--- src/tmsp_pkg.sv ---
// Package for the test-mode serial port: frame layout, unlock values, timing constants
package tmsp_pkg;
    localparam int FRAME_BITS = 16;
    localparam int ADDR_BITS = 6;
    localparam int DATA_BITS = 8;
    localparam int ADDR_MSB = 15;
    localparam int ADDR_LSB = 10;
    localparam int DIR_POS = 9;
    localparam logic [4:0] READ_FIRST_FALL = 5'h08;
    localparam logic [4:0] READ_LAST_FALL = 5'h0f;
    localparam logic [4:0] WRITE_FIRST_RISE = 5'h09;
    localparam logic [4:0] WRITE_LAST_RISE = 5'h10;
    localparam logic [5:0] UNLOCK_ADDR = 6'h30;
    localparam logic [5:0] PROG_CTRL_ADDR = 6'h20;
    localparam logic [5:0] PROG_STAT_ADDR = 6'h29;
    localparam logic [7:0] UNLOCK_KEY0 = 8'haa;
    localparam logic [7:0] UNLOCK_KEY1 = 8'h55;
    localparam logic [7:0] ADC_TEST_KEY = 8'h1d;
    localparam logic [7:0] OTP_TEST_KEY = 8'hc6;
    localparam logic [7:0] PROG_START_VALUE = 8'h05;
    localparam int PROG_DONE_BIT = 5;
    localparam int PROG_FAIL_BIT = 4;
    localparam logic [7:0] REG_RESET = 8'h00;
    localparam int SYS_CLK_HZ = 20000000;
    localparam int OSC_FREQUENCY_KHZ = 4000;
    // Oscillator tick every SYS_CLK_HZ / osc_frequency system cycles
    localparam int OSC_DIV = SYS_CLK_HZ / (OSC_FREQUENCY_KHZ * 1000);
    localparam int PROGRAM_TIME_MS = 2;
    // Longest time: round down in oscillator ticks
    localparam int PROGRAM_TIME_TICKS = (PROGRAM_TIME_MS * OSC_FREQUENCY_KHZ) - 1;
    localparam logic [2:0] OSC_DIV_RESET = 3'h0;

    typedef enum logic [1:0] {
        TMSP_LOCKED = 2'b00,
        TMSP_KEY0 = 2'b01,
        TMSP_KEY1 = 2'b11,
        TMSP_OPEN = 2'b10
    } tmsp_unlock_t;
endpackage

--- src/tmsp_frame_if.sv ---
// Frame hand-off between the serial shifter and the register logic
`timescale 1ns/10ps
interface tmsp_frame_if;
    logic wr_stb;
    logic rd_stb;
    logic [5:0] addr;
    logic [7:0] wdata;
    logic [7:0] rdata;
    modport shifter (output wr_stb, output rd_stb, output addr, output wdata, input rdata);
    modport regs (input wr_stb, input rd_stb, input addr, input wdata, output rdata);
endinterface

--- src/tmsp_shifter.sv ---
// Serial shifter: samples the link clock, builds 16-bit frames, drives serial out
`timescale 1ns/10ps
module tmsp_shifter
    import tmsp_pkg::*;
(
    input wire logic clk,
    input wire logic resetn,
    input wire logic port_en,
    input wire logic sck,
    input wire logic sdi,
    output logic sdo,
    tmsp_frame_if.shifter fr
);
    logic [2:0] sck_sync;
    logic [1:0] sdi_sync;
    logic [4:0] edges;
    logic [15:0] shreg;
    logic [7:0] out_byte;
    logic dir_write;

    wire sck_rise = sck_sync[1] & ~sck_sync[2];
    wire sck_fall = ~sck_sync[1] & sck_sync[2];
    wire [15:0] next_shreg = {shreg[14:0], sdi_sync[1]};
    wire [4:0] next_edges = edges + 5'h01;
    wire frame_done = sck_rise && (next_edges == WRITE_LAST_RISE);
    wire addr_ready = sck_rise && (next_edges == 5'h07);
    wire in_read_window = (edges >= READ_FIRST_FALL) && (edges <= READ_LAST_FALL);

    always_ff @(posedge clk or negedge resetn) begin
        if (!resetn) begin
            sck_sync <= 3'h0;
            sdi_sync <= 2'h0;
        end else begin
            sck_sync <= {sck_sync[1:0], sck};
            sdi_sync <= {sdi_sync[0], sdi};
        end
    end

    // Bit counter cleared by reset, by the test pin dropping or at frame end; no chip select
    always_ff @(posedge clk or negedge resetn) begin
        if (!resetn) begin
            edges <= 5'h00;
            shreg <= 16'h0000;
        end else if (!port_en) begin
            edges <= 5'h00;
            shreg <= 16'h0000;
        end else if (sck_rise) begin
            // Input captured on rising edges, mode zero
            shreg <= next_shreg;
            edges <= frame_done ? 5'h00 : next_edges;
        end
    end

    // Address and direction known after the seventh rising edge
    always_ff @(posedge clk or negedge resetn) begin
        if (!resetn) begin
            fr.addr <= 6'h00;
            dir_write <= 1'b0;
        end else if (port_en && addr_ready) begin
            // Direction bit is the newest bit, the address sits just above it
            fr.addr <= next_shreg[6:1];
            dir_write <= next_shreg[0];
        end
    end

    // Data bits 9..16 land in the low byte at frame end
    always_ff @(posedge clk or negedge resetn) begin
        if (!resetn) begin
            fr.wr_stb <= 1'b0;
            fr.rd_stb <= 1'b0;
            fr.wdata <= REG_RESET;
        end else begin
            fr.wr_stb <= port_en && frame_done && dir_write;
            fr.rd_stb <= port_en && frame_done && !dir_write;
            if (port_en && frame_done) begin
                fr.wdata <= next_shreg[7:0];
            end
        end
    end

    // Data out on falling edges 8..15, MSB first; other falls and a low port enable drive zero
    always_ff @(posedge clk or negedge resetn) begin
        if (!resetn) begin
            sdo <= 1'b0;
            out_byte <= REG_RESET;
        end else if (!port_en) begin
            sdo <= 1'b0;
        end else if (sck_fall) begin
            if (edges == READ_FIRST_FALL) begin
                sdo <= fr.rdata[7];
                out_byte <= {fr.rdata[6:0], 1'b0};
            end else if (in_read_window) begin
                sdo <= out_byte[7];
                out_byte <= {out_byte[6:0], 1'b0};
            end else begin
                sdo <= 1'b0;
            end
        end
    end
endmodule

--- src/tmsp_top.sv ---
// Test-mode serial port top: test gating, unlock detector, register file, OTP timer
//
// What this block does
// - Port live only while test level high.
// - Test mode only after ordered unlock writes.
// - Serial input sampled on rising clock.
// - Serial output changes on falling clock.
// - SPI mode zero, clock idles low.
// - ADC test reroutes filter pin, buffers off.
// - ADC test ends at power or pin low.
// - OTP programming finishes within two milliseconds.
// - Timing derives from the 4 MHz oscillator.
// - Frame: 6 address, direction, 8 data.
// - Direction one writes, zero reads.
// - Read byte out on falls 8-15.
// - Write byte in on rises 9-16.
`timescale 1ns/10ps
module tmsp_top
    import tmsp_pkg::*;
(
    // Clock and reset
    input wire logic CLK_SYS,
    input wire logic RESETN,
    // Test pin comparator output, high above the test threshold
    input wire logic TEST_ABOVE_THRESHOLD,
    // Serial link
    input wire logic SCK,
    input wire logic SDI,
    output logic SDO,
    // Analog switch controls
    output logic ADC_TEST_MODE,
    output logic FILTER_BUF_EN,
    output logic ADC_BUF_EN,
    output logic FILTER_TO_ADC,
    // OTP programming
    output logic OTP_TEST_MODE,
    output logic OTP_PROG_ACTIVE,
    output logic OSC_TICK
);
    import tmsp_pkg::*;

    tmsp_frame_if fr();

    logic [1:0] test_sync;
    logic [2:0] osc_div;
    logic osc_tick;
    tmsp_unlock_t unlock;
    logic adc_test;
    logic otp_test;
    logic mirror_wr_en;
    logic prog_busy;
    logic prog_done;
    logic prog_fail;
    logic [12:0] prog_cnt;
    logic [7:0] regs [0:63];

    // Write strobe aimed at one address of the frame
    function automatic logic addr_hit(input logic stb, input logic [5:0] a,
        input logic [5:0] target);
        return stb && (a == target);
    endfunction

    wire port_en = test_sync[1];
    wire unlock_wr = addr_hit(fr.wr_stb, fr.addr, UNLOCK_ADDR);
    wire ctrl_wr = addr_hit(fr.wr_stb, fr.addr, PROG_CTRL_ADDR);
    // A zero written to the control slot in OTP test mode opens the mirror bytes
    wire mirror_en_wr = ctrl_wr && (fr.wdata == REG_RESET) && otp_test;
    wire osc_wrap = (osc_div == 3'(OSC_DIV - 1));
    wire prog_start = ctrl_wr && (fr.wdata == PROG_START_VALUE) && otp_test && !prog_busy;
    wire prog_timeout = prog_busy && osc_tick && (prog_cnt == 13'(PROGRAM_TIME_TICKS));
    wire [7:0] stat_byte = {2'h0, prog_done | mirror_wr_en, prog_fail, 4'h0};
    wire [7:0] next_unlock_key = (unlock == TMSP_LOCKED) ? UNLOCK_KEY0 : UNLOCK_KEY1;
    wire key_match = (unlock != TMSP_KEY1) && (fr.wdata == next_unlock_key);
    wire key_final = (unlock == TMSP_KEY1) &&
                     ((fr.wdata == ADC_TEST_KEY) || (fr.wdata == OTP_TEST_KEY));

    // Status overlays its slot; the array has no reset, unwritten bytes read unknown
    assign fr.rdata = (fr.addr == PROG_STAT_ADDR) ? stat_byte : regs[fr.addr];

    tmsp_shifter u_shifter (
        .clk(CLK_SYS),
        .resetn(RESETN),
        .port_en(port_en),
        .sck(SCK),
        .sdi(SDI),
        .sdo(SDO),
        .fr(fr)
    );

    // Test pin level synchronised; port only live above threshold
    always_ff @(posedge CLK_SYS or negedge RESETN) begin
        if (!RESETN) begin
            test_sync <= 2'h0;
        end else begin
            test_sync <= {test_sync[0], TEST_ABOVE_THRESHOLD};
        end
    end

    // Oscillator-rate tick from the system clock
    always_ff @(posedge CLK_SYS or negedge RESETN) begin
        if (!RESETN) begin
            osc_div <= OSC_DIV_RESET;
            osc_tick <= 1'b0;
        end else begin
            osc_tick <= osc_wrap;
            osc_div <= osc_wrap ? OSC_DIV_RESET : osc_div + 3'h1;
        end
    end

    // Unlock detector; a wrong value drops back to the start
    always_ff @(posedge CLK_SYS or negedge RESETN) begin
        if (!RESETN) begin
            unlock <= TMSP_LOCKED;
            adc_test <= 1'b0;
            otp_test <= 1'b0;
        end else if (!port_en) begin
            // Leaving the test level is the only exit besides power
            unlock <= TMSP_LOCKED;
            adc_test <= 1'b0;
            otp_test <= 1'b0;
        end else if (unlock_wr) begin
            case (unlock)
                TMSP_LOCKED: begin
                    unlock <= key_match ? TMSP_KEY0 : TMSP_LOCKED;
                end
                TMSP_KEY0: begin
                    unlock <= key_match ? TMSP_KEY1 : TMSP_LOCKED;
                end
                TMSP_KEY1: begin
                    unlock <= key_final ? TMSP_OPEN : TMSP_LOCKED;
                    // Sequence AA, 55, 1D selects ADC test
                    if (fr.wdata == ADC_TEST_KEY) begin
                        adc_test <= 1'b1;
                    end
                    if (fr.wdata == OTP_TEST_KEY) begin
                        otp_test <= 1'b1;
                    end
                end
                TMSP_OPEN: begin
                    // Later writes to the unlock slot leave the mode as it is
                    unlock <= TMSP_OPEN;
                end
                default: begin
                    unlock <= TMSP_LOCKED;
                end
            endcase
        end
    end

    // Register array; writes land at the addressed byte
    // Bytes from the control slot up need the mirror enable first
    always_ff @(posedge CLK_SYS) begin
        if (fr.wr_stb && (mirror_wr_en || fr.addr < PROG_CTRL_ADDR)) begin
            regs[fr.addr] <= fr.wdata;
        end
    end

    // Mirror write enable, held until the test level drops
    always_ff @(posedge CLK_SYS or negedge RESETN) begin
        if (!RESETN) begin
            mirror_wr_en <= 1'b0;
        end else if (!port_en) begin
            mirror_wr_en <= 1'b0;
        end else if (mirror_en_wr) begin
            mirror_wr_en <= 1'b1;
        end
    end

    // OTP programming timer, forced done within the bound
    always_ff @(posedge CLK_SYS or negedge RESETN) begin
        if (!RESETN) begin
            prog_busy <= 1'b0;
            prog_done <= 1'b0;
            prog_fail <= 1'b0;
            prog_cnt <= 13'h0000;
        end else if (!port_en) begin
            prog_busy <= 1'b0;
            prog_cnt <= 13'h0000;
        end else begin
            if (prog_start) begin
                // Start needs an idle timer and timeout a busy one, so they never meet
                prog_busy <= 1'b1;
                prog_done <= 1'b0;
                prog_fail <= 1'b0;
                prog_cnt <= 13'h0000;
            end else if (prog_timeout) begin
                prog_busy <= 1'b0;
                prog_done <= 1'b1;
            end else if (prog_busy && osc_tick) begin
                prog_cnt <= prog_cnt + 13'h0001;
            end
        end
    end

    // Analog routing follows ADC test mode
    always_ff @(posedge CLK_SYS or negedge RESETN) begin
        if (!RESETN) begin
            ADC_TEST_MODE <= 1'b0;
            FILTER_BUF_EN <= 1'b1;
            ADC_BUF_EN <= 1'b1;
            FILTER_TO_ADC <= 1'b0;
        end else begin
            ADC_TEST_MODE <= adc_test;
            FILTER_BUF_EN <= !adc_test;
            ADC_BUF_EN <= !adc_test;
            FILTER_TO_ADC <= adc_test;
        end
    end

    // Status pins leave the block straight from flip-flops
    always_ff @(posedge CLK_SYS or negedge RESETN) begin
        if (!RESETN) begin
            OTP_TEST_MODE <= 1'b0;
            OTP_PROG_ACTIVE <= 1'b0;
            OSC_TICK <= 1'b0;
        end else begin
            OTP_TEST_MODE <= otp_test;
            OTP_PROG_ACTIVE <= prog_busy;
            OSC_TICK <= osc_tick;
        end
    end
endmodule

--- config.mk ---
export PLATFORM = sky130hd
export DESIGN_NAME = tmsp_top
export DESIGN_NICKNAME = d
export VERILOG_FILES = /design/src/tmsp_pkg.sv /design/src/tmsp_frame_if.sv /design/src/tmsp_shifter.sv /design/src/tmsp_top.sv
export SDC_FILE = /design/constraint.sdc
export NUM_CORES = 1
export LEC_CHECK = 0
export ABC_AREA = 1
export BUFFER_PORTS_ARGS = -buffer_cell sky130_fd_sc_hd__buf_2
export CAP_MARGIN = 20
export CORE_MARGIN = 2
export CORE_UTILIZATION = 25
export DETAILED_ROUTE_END_ITERATION = 16
export GPL_ROUTABILITY_DRIVEN = 0
export PLACE_DENSITY_LB_ADDON = 0.25
export SLEW_MARGIN = 20
export SYNTH_ARGS = -nofsm -noshare
export SYNTH_HDL_FRONTEND = slang
export SYNTH_SLANG_ARGS = --single-unit
--- constraint.sdc ---
create_clock -name CLK_SYS -period 3.6 [get_ports CLK_SYS]
set_input_delay 0.54 -clock CLK_SYS [delete_from_list [all_inputs] [get_ports CLK_SYS]]
set_output_delay 0.54 -clock CLK_SYS [all_outputs]
set_load 0.01 [all_outputs]
==> flow_metrics.env, run 1 <==
export IMPL_status="finished, final reports clean"
export IMPL_drt_iter0_markers=1194
export IMPL_tns_ns=0
export IMPL_area_delta_synth_final_pct=15.50
export IMPL_path_max_fanout=11
export IMPL_cp_data_required_time_ns=3.82
export IMPL_powerDensity_nw_per_um2=491.8
export IMPL_setup_violations_final=0
export IMPL_max_clock_freq_ghz=0.3613
export IMPL_ctsHoldBuffers=0
export IMPL_startpoint_type="register"
export IMPL_rsz0062_at_grt="no"
export IMPL_antenna_found_initial=0
export IMPL_skew_ns=0.01950
export IMPL_vdd_ir_drop_max_mv=0.2900
export IMPL_post_route_period_util_pct=76.88
export IMPL_worst_pin_slew_ns=0.9858
export IMPL_cts_root_buffer="clkbuf_16"
export IMPL_yosysSeqAreaShare_pct=70.76
export IMPL_drc=0
export IMPL_grt_pass1_wl_um=99220
export IMPL_placedCellCount=3350
export IMPL_ys_types=39
export IMPL_crit_arrival_ns=2.99
export IMPL_portBuffers=12
export IMPL_initial_core_util_pct=25.18
export IMPL_drt_pass1_iterations=5
export IMPL_end_kind="register"
export IMPL_hold_viol=0
export IMPL_drt_total_wl_um=65130
export IMPL_fin_ws_ns=0.8323
export IMPL_drive_gt1_share_pct=11.91
export IMPL_ys_ff_latch=584
export IMPL_final_max_slew_viol_count=0
export IMPL_yosysWarnings=0
export IMPL_std_cell_rows=114
export IMPL_worstSkewPairLatency_ns=0.59
export IMPL_htree_num_levels=3
export IMPL_cap_violations=0
export IMPL_postSynthAreaPerCell_um2=11.60
export IMPL_netlist_instances=2093
export IMPL_leakagePower_nw=10.95
export IMPL_track_usage_pct=13.20
export IMPL_vias=15360
export IMPL_grt_busiest_layer="met2"
export IMPL_timing_final_crit_period_ns=2.768
export IMPL_path_class="register to register"
export IMPL_fp_dieH_um=315.6
export IMPL_grt_max_degree=113
export IMPL_wl_per_cell_um=18.78
export IMPL_ios=13
export IMPL_cts_tree="done"
export IMPL_min_path_type="input pin to register"
export IMPL_fin_cells=3468
export IMPL_postSynthNetCount=2106
export IMPL_clk_pin_slew_ns=0.06
export IMPL_grt_use_met2_pct=21.12
export IMPL_clock_sinks=584
export IMPL_syn_area_um2=24270
export IMPL_preCtsSetupSlack_ns=0.8534
export IMPL_maxSlewHeadroom_pct=34.28
export IMPL_place_hpwl_um=38990
export IMPL_die_area_um2=99610
export IMPL_gr_total_overflow=0
export IMPL_core_um2=96420
export IMPL_chipWidth_um=315.6
export IMPL_regArea_um2=17190
export IMPL_cts_buffers=67
export IMPL_ctsResizeCount=0
export IMPL_viasPerCell=4.429
export IMPL_postCtsSetupBuffers=0
export IMPL_final_fill_count=9987
export IMPL_drtAntennaViolNets=0
export IMPL_use_met3_pct=2.014
export IMPL_max_clock_path_buffers=3
export IMPL_grt_pass1_vias=15660
export IMPL_gr_usage_met1_pct=18.08
export IMPL_multiInputGateArea_um2=5799
export IMPL_nets=2156
==> path summary, 6_finish.rpt <==
kind | start | endpoint | slack (ns) | cells after the start
min reg2reg | u_shifter.sdi_sync[0] | u_shifter.sdi_sync[1] | 0.34 | 0
max | u_shifter.fr.addr[5] | regs[18][0] | 0.83 | 3
min | TEST_ABOVE_THRESHOLD | test_sync[0] | 0.05 | 1
max reg2reg | u_shifter.fr.addr[5] | regs[18][0] | 0.83 | 3
min in group asynchronous | RESETN | prog_cnt[1] | 0.09 | 1
max in group asynchronous | RESETN | u_shifter.fr.addr[0] | 2.76 | 1
==> kinds of logic (layout without fill, tap and decap cells) <==
logic type                 count (synthesis)  in the layout  share of synthesized area, %
buffers and inverters                    300            398                         5.397
muxes                                      1              1                       0.04639
and+or+nand+nor                          850            850                         14.72
AOI/OAI and AO/OA                        343            343                         8.412
DFF                                      584            584                         70.76
adders and majority gates                  8              8                        0.4124
xor gates and xnor gates                   7              7                        0.2526
other                                      0              1                             0
==> through the flow <==
| stage | hold slack (ns) | power (mW) | util [%] | instance area, um^2 |
|---|---|---|---|---|
| 6_report | 0.04927 | 13.79 | 29.08 | 28040 |
| 5_1_grt | 0.02777 | 14.22 | 29.07 | 28030 |
| 4_1_cts | 0.009636 | 13.97 | 29.07 | 28030 |
| 3_3_place_gp | 0.3367 | 7.465 | 26.93 | 25970 |
| 2_1_floorplan | 0.2444 | 7.435 | - | 24270 |
| 3_5_place_dp | 0.3373 | 7.467 | 26.93 | 25970 |
==> cell type report <==
cell class	count	area share, %
flip-flops and latches	584	61.32
multi-input cells	1209	20.68
clock buffers	87	6.658
well taps	1276	5.694
inverters	201	2.700
repair buffers	80	2.222
clock inverters	30	0.7140
diodes	1	0.008925
==> cell usage after synthesis, drive strengths merged <==
library cell / instances / share of area (%)
nand4: 9 / 0.23
ha: 8 / 0.41
nor2: 340 / 5.3
o21a: 3 / 0.093
o22ai: 8 / 0.21
o32ai: 1 / 0.036
inv: 201 / 3.1
mux2: 1 / 0.046
clkbuf: 25 / 0.39
xnor2: 2 / 0.072
o21bai: 2 / 0.062
o211ai: 118 / 3.6
xor2: 5 / 0.18
nand3: 64 / 1.3
and3: 2 / 0.052
nor4: 3 / 0.077
nand2: 331 / 5.1
o21ai: 190 / 3.9
dfstp: 1 / 0.11
dfrtp: 71 / 7.3
or2: 84 / 2.2
nor3: 15 / 0.33
nand3b: 1 / 0.031
nor3b: 1 / 0.031
a21oi: 21 / 0.45
buf: 74 / 1.9
edfxtp: 512 / 63
==> worst max-delay path, cell delays in order (launching register included) <==
cell	delay, ns
dfrtp_1	0.46
nor3_1	0.76
inv_1	0.46
nor2_1	0.70
==> power by group <==
part / total, mW / internal, mW / switching [mW]
Sequential: 7.28 / 7.27 / 0.00411
Clock: 6.46 / 3.79 / 2.68
Combinational: 0.0485 / 0.00860 / 0.0399
==> routing by layer <==
| layer | vias up | wire length [um] |
|---|---|---|
| met4 | 0 | 1971 |
| met5 | - | 0 |
| met2 | 360 | 30380 |
| met3 | 103 | 2916 |
| li1 | 7267 | - |
| met1 | 7631 | 29850 |
==> registers in the layout (all words and copies together), names as in the netlist, 2 cells and up <==
| name | count |
|---|---|
| u_shifter.fr.wdata | 8 |
| osc_div | 3 |
| u_shifter.sdi_sync | 2 |
| u_shifter.fr.addr | 6 |
| u_shifter.shreg | 7 |
| regs | 512 |
| unlock | 2 |
| prog_cnt | 13 |
| u_shifter.out_byte | 7 |
| test_sync | 2 |
| u_shifter.edges | 5 |
| u_shifter.sck_sync | 3 |
==> cell usage in the layout (no fill, tap or decap), types with 9 or more instances in the layout <==
| cell | synthesis | final |
|---|---|---|
| nand4_1 | 9 | 9 |
| clkbuf_16 | 0 | 71 |
| o21ai_0 | 161 | 161 |
| clkinv_1 | 0 | 15 |
| nand3_1 | 64 | 64 |
| buf_4 | 11 | 65 |
| edfxtp_1 | 512 | 512 |
| nor3_1 | 14 | 14 |
| nand2_1 | 329 | 328 |
| nor2_1 | 336 | 336 |
| clkbuf_1 | 25 | 13 |
| buf_2 | 48 | 11 |
| a21oi_1 | 20 | 20 |
| dfrtp_1 | 71 | 62 |
| inv_1 | 195 | 195 |
| o21ai_1 | 29 | 29 |
| o211ai_1 | 118 | 118 |
| or2_0 | 16 | 16 |
| or2_2 | 66 | 66 |
(Power assumes the default switching activity.)
==> inputs of run 2 (changes only) <==
==> constraint.sdc (replaced) <==
create_clock -name CLK_SYS -period 2.8 [get_ports CLK_SYS]
set_input_delay 0.42 -clock CLK_SYS [delete_from_list [all_inputs] [get_ports CLK_SYS]]
set_output_delay 0.42 -clock CLK_SYS [all_outputs]
set_load 0.01 [all_outputs]
==> run 2 against run 1 <==
Fmax rose by 4.4%. Register-to-register slack worse by 0.68 ns. Sequential power is 29% higher. Count of clock-buffer cells in the layout grew 7. Non-clock buffer count up 98. Highest routed layer unchanged.
==> flow_metrics.env, run 2 (synthesis results as in run 1) <==
export IMPL_status="finished, final reports clean"
export IMPL_rsz0062_at_grt="no"
export IMPL_final_max_slew_viol_count=0
export IMPL_initial_core_util_pct=25.18
export IMPL_nets=2254
export IMPL_drc=0
export IMPL_holdWs_ns=0.3374
export IMPL_wl_per_cell_um=18.50
export IMPL_skew_ns=0.02420
export IMPL_area_delta_synth_final_pct=19.33
export IMPL_end_kind="register"
export IMPL_antenna_found_initial=0
export IMPL_tns_ns=0
export IMPL_die_area_um2=99610
export IMPL_final_cell_mix="edfxtp_1, nor2_1, nand2_1, inv_1, o21ai_0"
export IMPL_ctsResizeCount=0
export IMPL_fin_cells=3566
export IMPL_chipWidth_um=315.6
export IMPL_post_route_period_util_pct=94.69
export IMPL_final_fill_count=9899
export IMPL_viasPerCell=4.385
export IMPL_multiInputGateArea_um2=5799
export IMPL_drive_gt1_share_pct=15.50
export IMPL_fin_ws_ns=0.1487
export IMPL_regArea_um2=17190
export IMPL_preCtsSetupSlack_ns=0.1876
export IMPL_max_clock_path_buffers=3
export IMPL_fin_total_pwr_mw=17.87
export IMPL_worst_r2r_setup_slack_ns=0.15
export IMPL_worstSkewPairLatency_ns=0.60
export IMPL_cts_buffers=67
export IMPL_gr_total_overflow=0
export IMPL_hold_viol=0
export IMPL_crit_arrival_ns=3.14
export IMPL_cp_data_required_time_ns=3.29
export IMPL_min_path_type="input pin to asynchronous set/reset pin"
export IMPL_reg_largest_list="regs x512, prog_cnt x13, u_shifter.fr.wdata x8"
export IMPL_placedCellCount=3444
export IMPL_p_int_mw=14.40
export IMPL_pwr_share_clk_pct=47.2
export IMPL_p_sw_share_pct=19.40
export IMPL_path_class="register to register"
export IMPL_largest_reg_flops=512
export IMPL_startpoint_type="register"
export IMPL_worst_pin_slew_ns=0.9365
export IMPL_grt_pass1_vias=15660
export IMPL_fp_dieH_um=315.6
export IMPL_clk_pin_slew_ns=0.06
export IMPL_cts_root_buffer="clkbuf_16"
export IMPL_postCtsSetupBuffers=0
export IMPL_timing_final_crit_period_ns=2.651
export IMPL_ctsHoldBuffers=4
export IMPL_grt_pass1_wl_um=99770
export IMPL_p_comb_share_pct=0.4
export IMPL_setup_violations_final=0
export IMPL_switchingPower_mw=3.466
export IMPL_maxSlewHeadroom_pct=37.56
export IMPL_htree_num_levels=3
export IMPL_insertedDiodeCount=0
export IMPL_clock_sinks=584
export IMPL_ios=13
export IMPL_cap_violations=0
export IMPL_std_cell_rows=114
export IMPL_cts_tree="done"
export IMPL_place_hpwl_um=41490
export IMPL_drt_iter0_markers=1232
export IMPL_track_usage_pct=13.34
export IMPL_drt_pass1_iterations=6
export IMPL_layout_commonest_cell="edfxtp_1"
export IMPL_path_max_fanout=41
export IMPL_powerDensity_nw_per_um2=616.8
export IMPL_core_um2=96420
export IMPL_drt_total_wl_um=65970
export IMPL_portBuffers=12
export IMPL_grt_max_degree=68
export IMPL_p_seq_share_pct=52.4
export IMPL_leakagePower_nw=11.52
export IMPL_max_clock_freq_ghz=0.3772
export IMPL_vias=15640
export IMPL_drtAntennaViolNets=0
export IMPL_regMostFlops="regs"
export IMPL_vdd_ir_drop_max_mv=0.3986
[run 2: changes by cell type in the layout (fill, tap and decap cells not counted), moves of 2 or more]
cell,previous run,this run
dlygate4sd3_1,0,4
buf_4,65,147
clkinvlp_4,3,1
buf_12,4,16
clkbuf_1,13,19
clkinv_1,15,10
clkinv_2,7,9
[run 2: path summary, 6_finish.rpt]
check | startpoint | endpoint | cells after the start
min in group CLK_SYS | test_sync[0] | test_sync[1] | 0
max in group asynchronous | RESETN | ADC_BUF_EN | 3
worst min-delay path | RESETN | prog_cnt[0] | 2
worst max register to register | u_shifter.fr.addr[0] | u_shifter.sdo | 12
worst max-delay path | u_shifter.fr.addr[0] | u_shifter.sdo | 12
worst min register to register | test_sync[0] | test_sync[1] | 0
[run 2: critical path, cell delays in order, from the launching register on]
cell      delay, ns
dfrtp_4        0.63
buf_12         0.25
buf_4          0.20
or2_2          0.30
o211ai_1       0.08
nand2_1        0.08
o21ai_1        0.45
nand2_1        0.09
nor2_1         0.11
buf_4          0.11
nand2_1        0.04
nand2_1        0.08
a21oi_1        0.06
[run 2: area by class of cell]
| type | count | share of cell area (%) |
|---|---|---|
| inverter | 201 | 2.613 |
| sequential | 584 | 59.35 |
| clock inverter | 24 | 0.6522 |
| clock buffer | 94 | 6.609 |
| timing repair buffer | 178 | 5.244 |
| multi-input combinational | 1209 | 20.02 |
| tap | 1276 | 5.512 |
[run 2: stage by stage]
stage / area (um^2) / utilization [%]
final: 28970 / 30.04
after global routing: 28970 / 30.04
after CTS: 28970 / 30.04
after detailed placement: 26820 / 27.82
after global placement: 26820 / 27.82
after floorplan: 24270 / -
[run 2: routing by layer]
layer	vias to the layer above	share of wire (%)	global-route usage [%]
met3	86	5.0	2.328
li1	7466	-	-
met5	-	0	0
met1	7724	46	18.53
met2	361	47	21.32
met4	0	2.2	3.931
[run 2: power by group through the flow]
stage	Sequential [mW]	Clock, mW	Combinational (mW)
2_1_floorplan	9.53	0	0.0247
3_3_place_gp	9.54	0	0.0686
3_5_place_dp	9.54	0	0.0684
4_1_cts	9.36	8.67	0.0732
5_1_grt	9.35	9.01	0.0803
6_report	9.36	8.44	0.0708
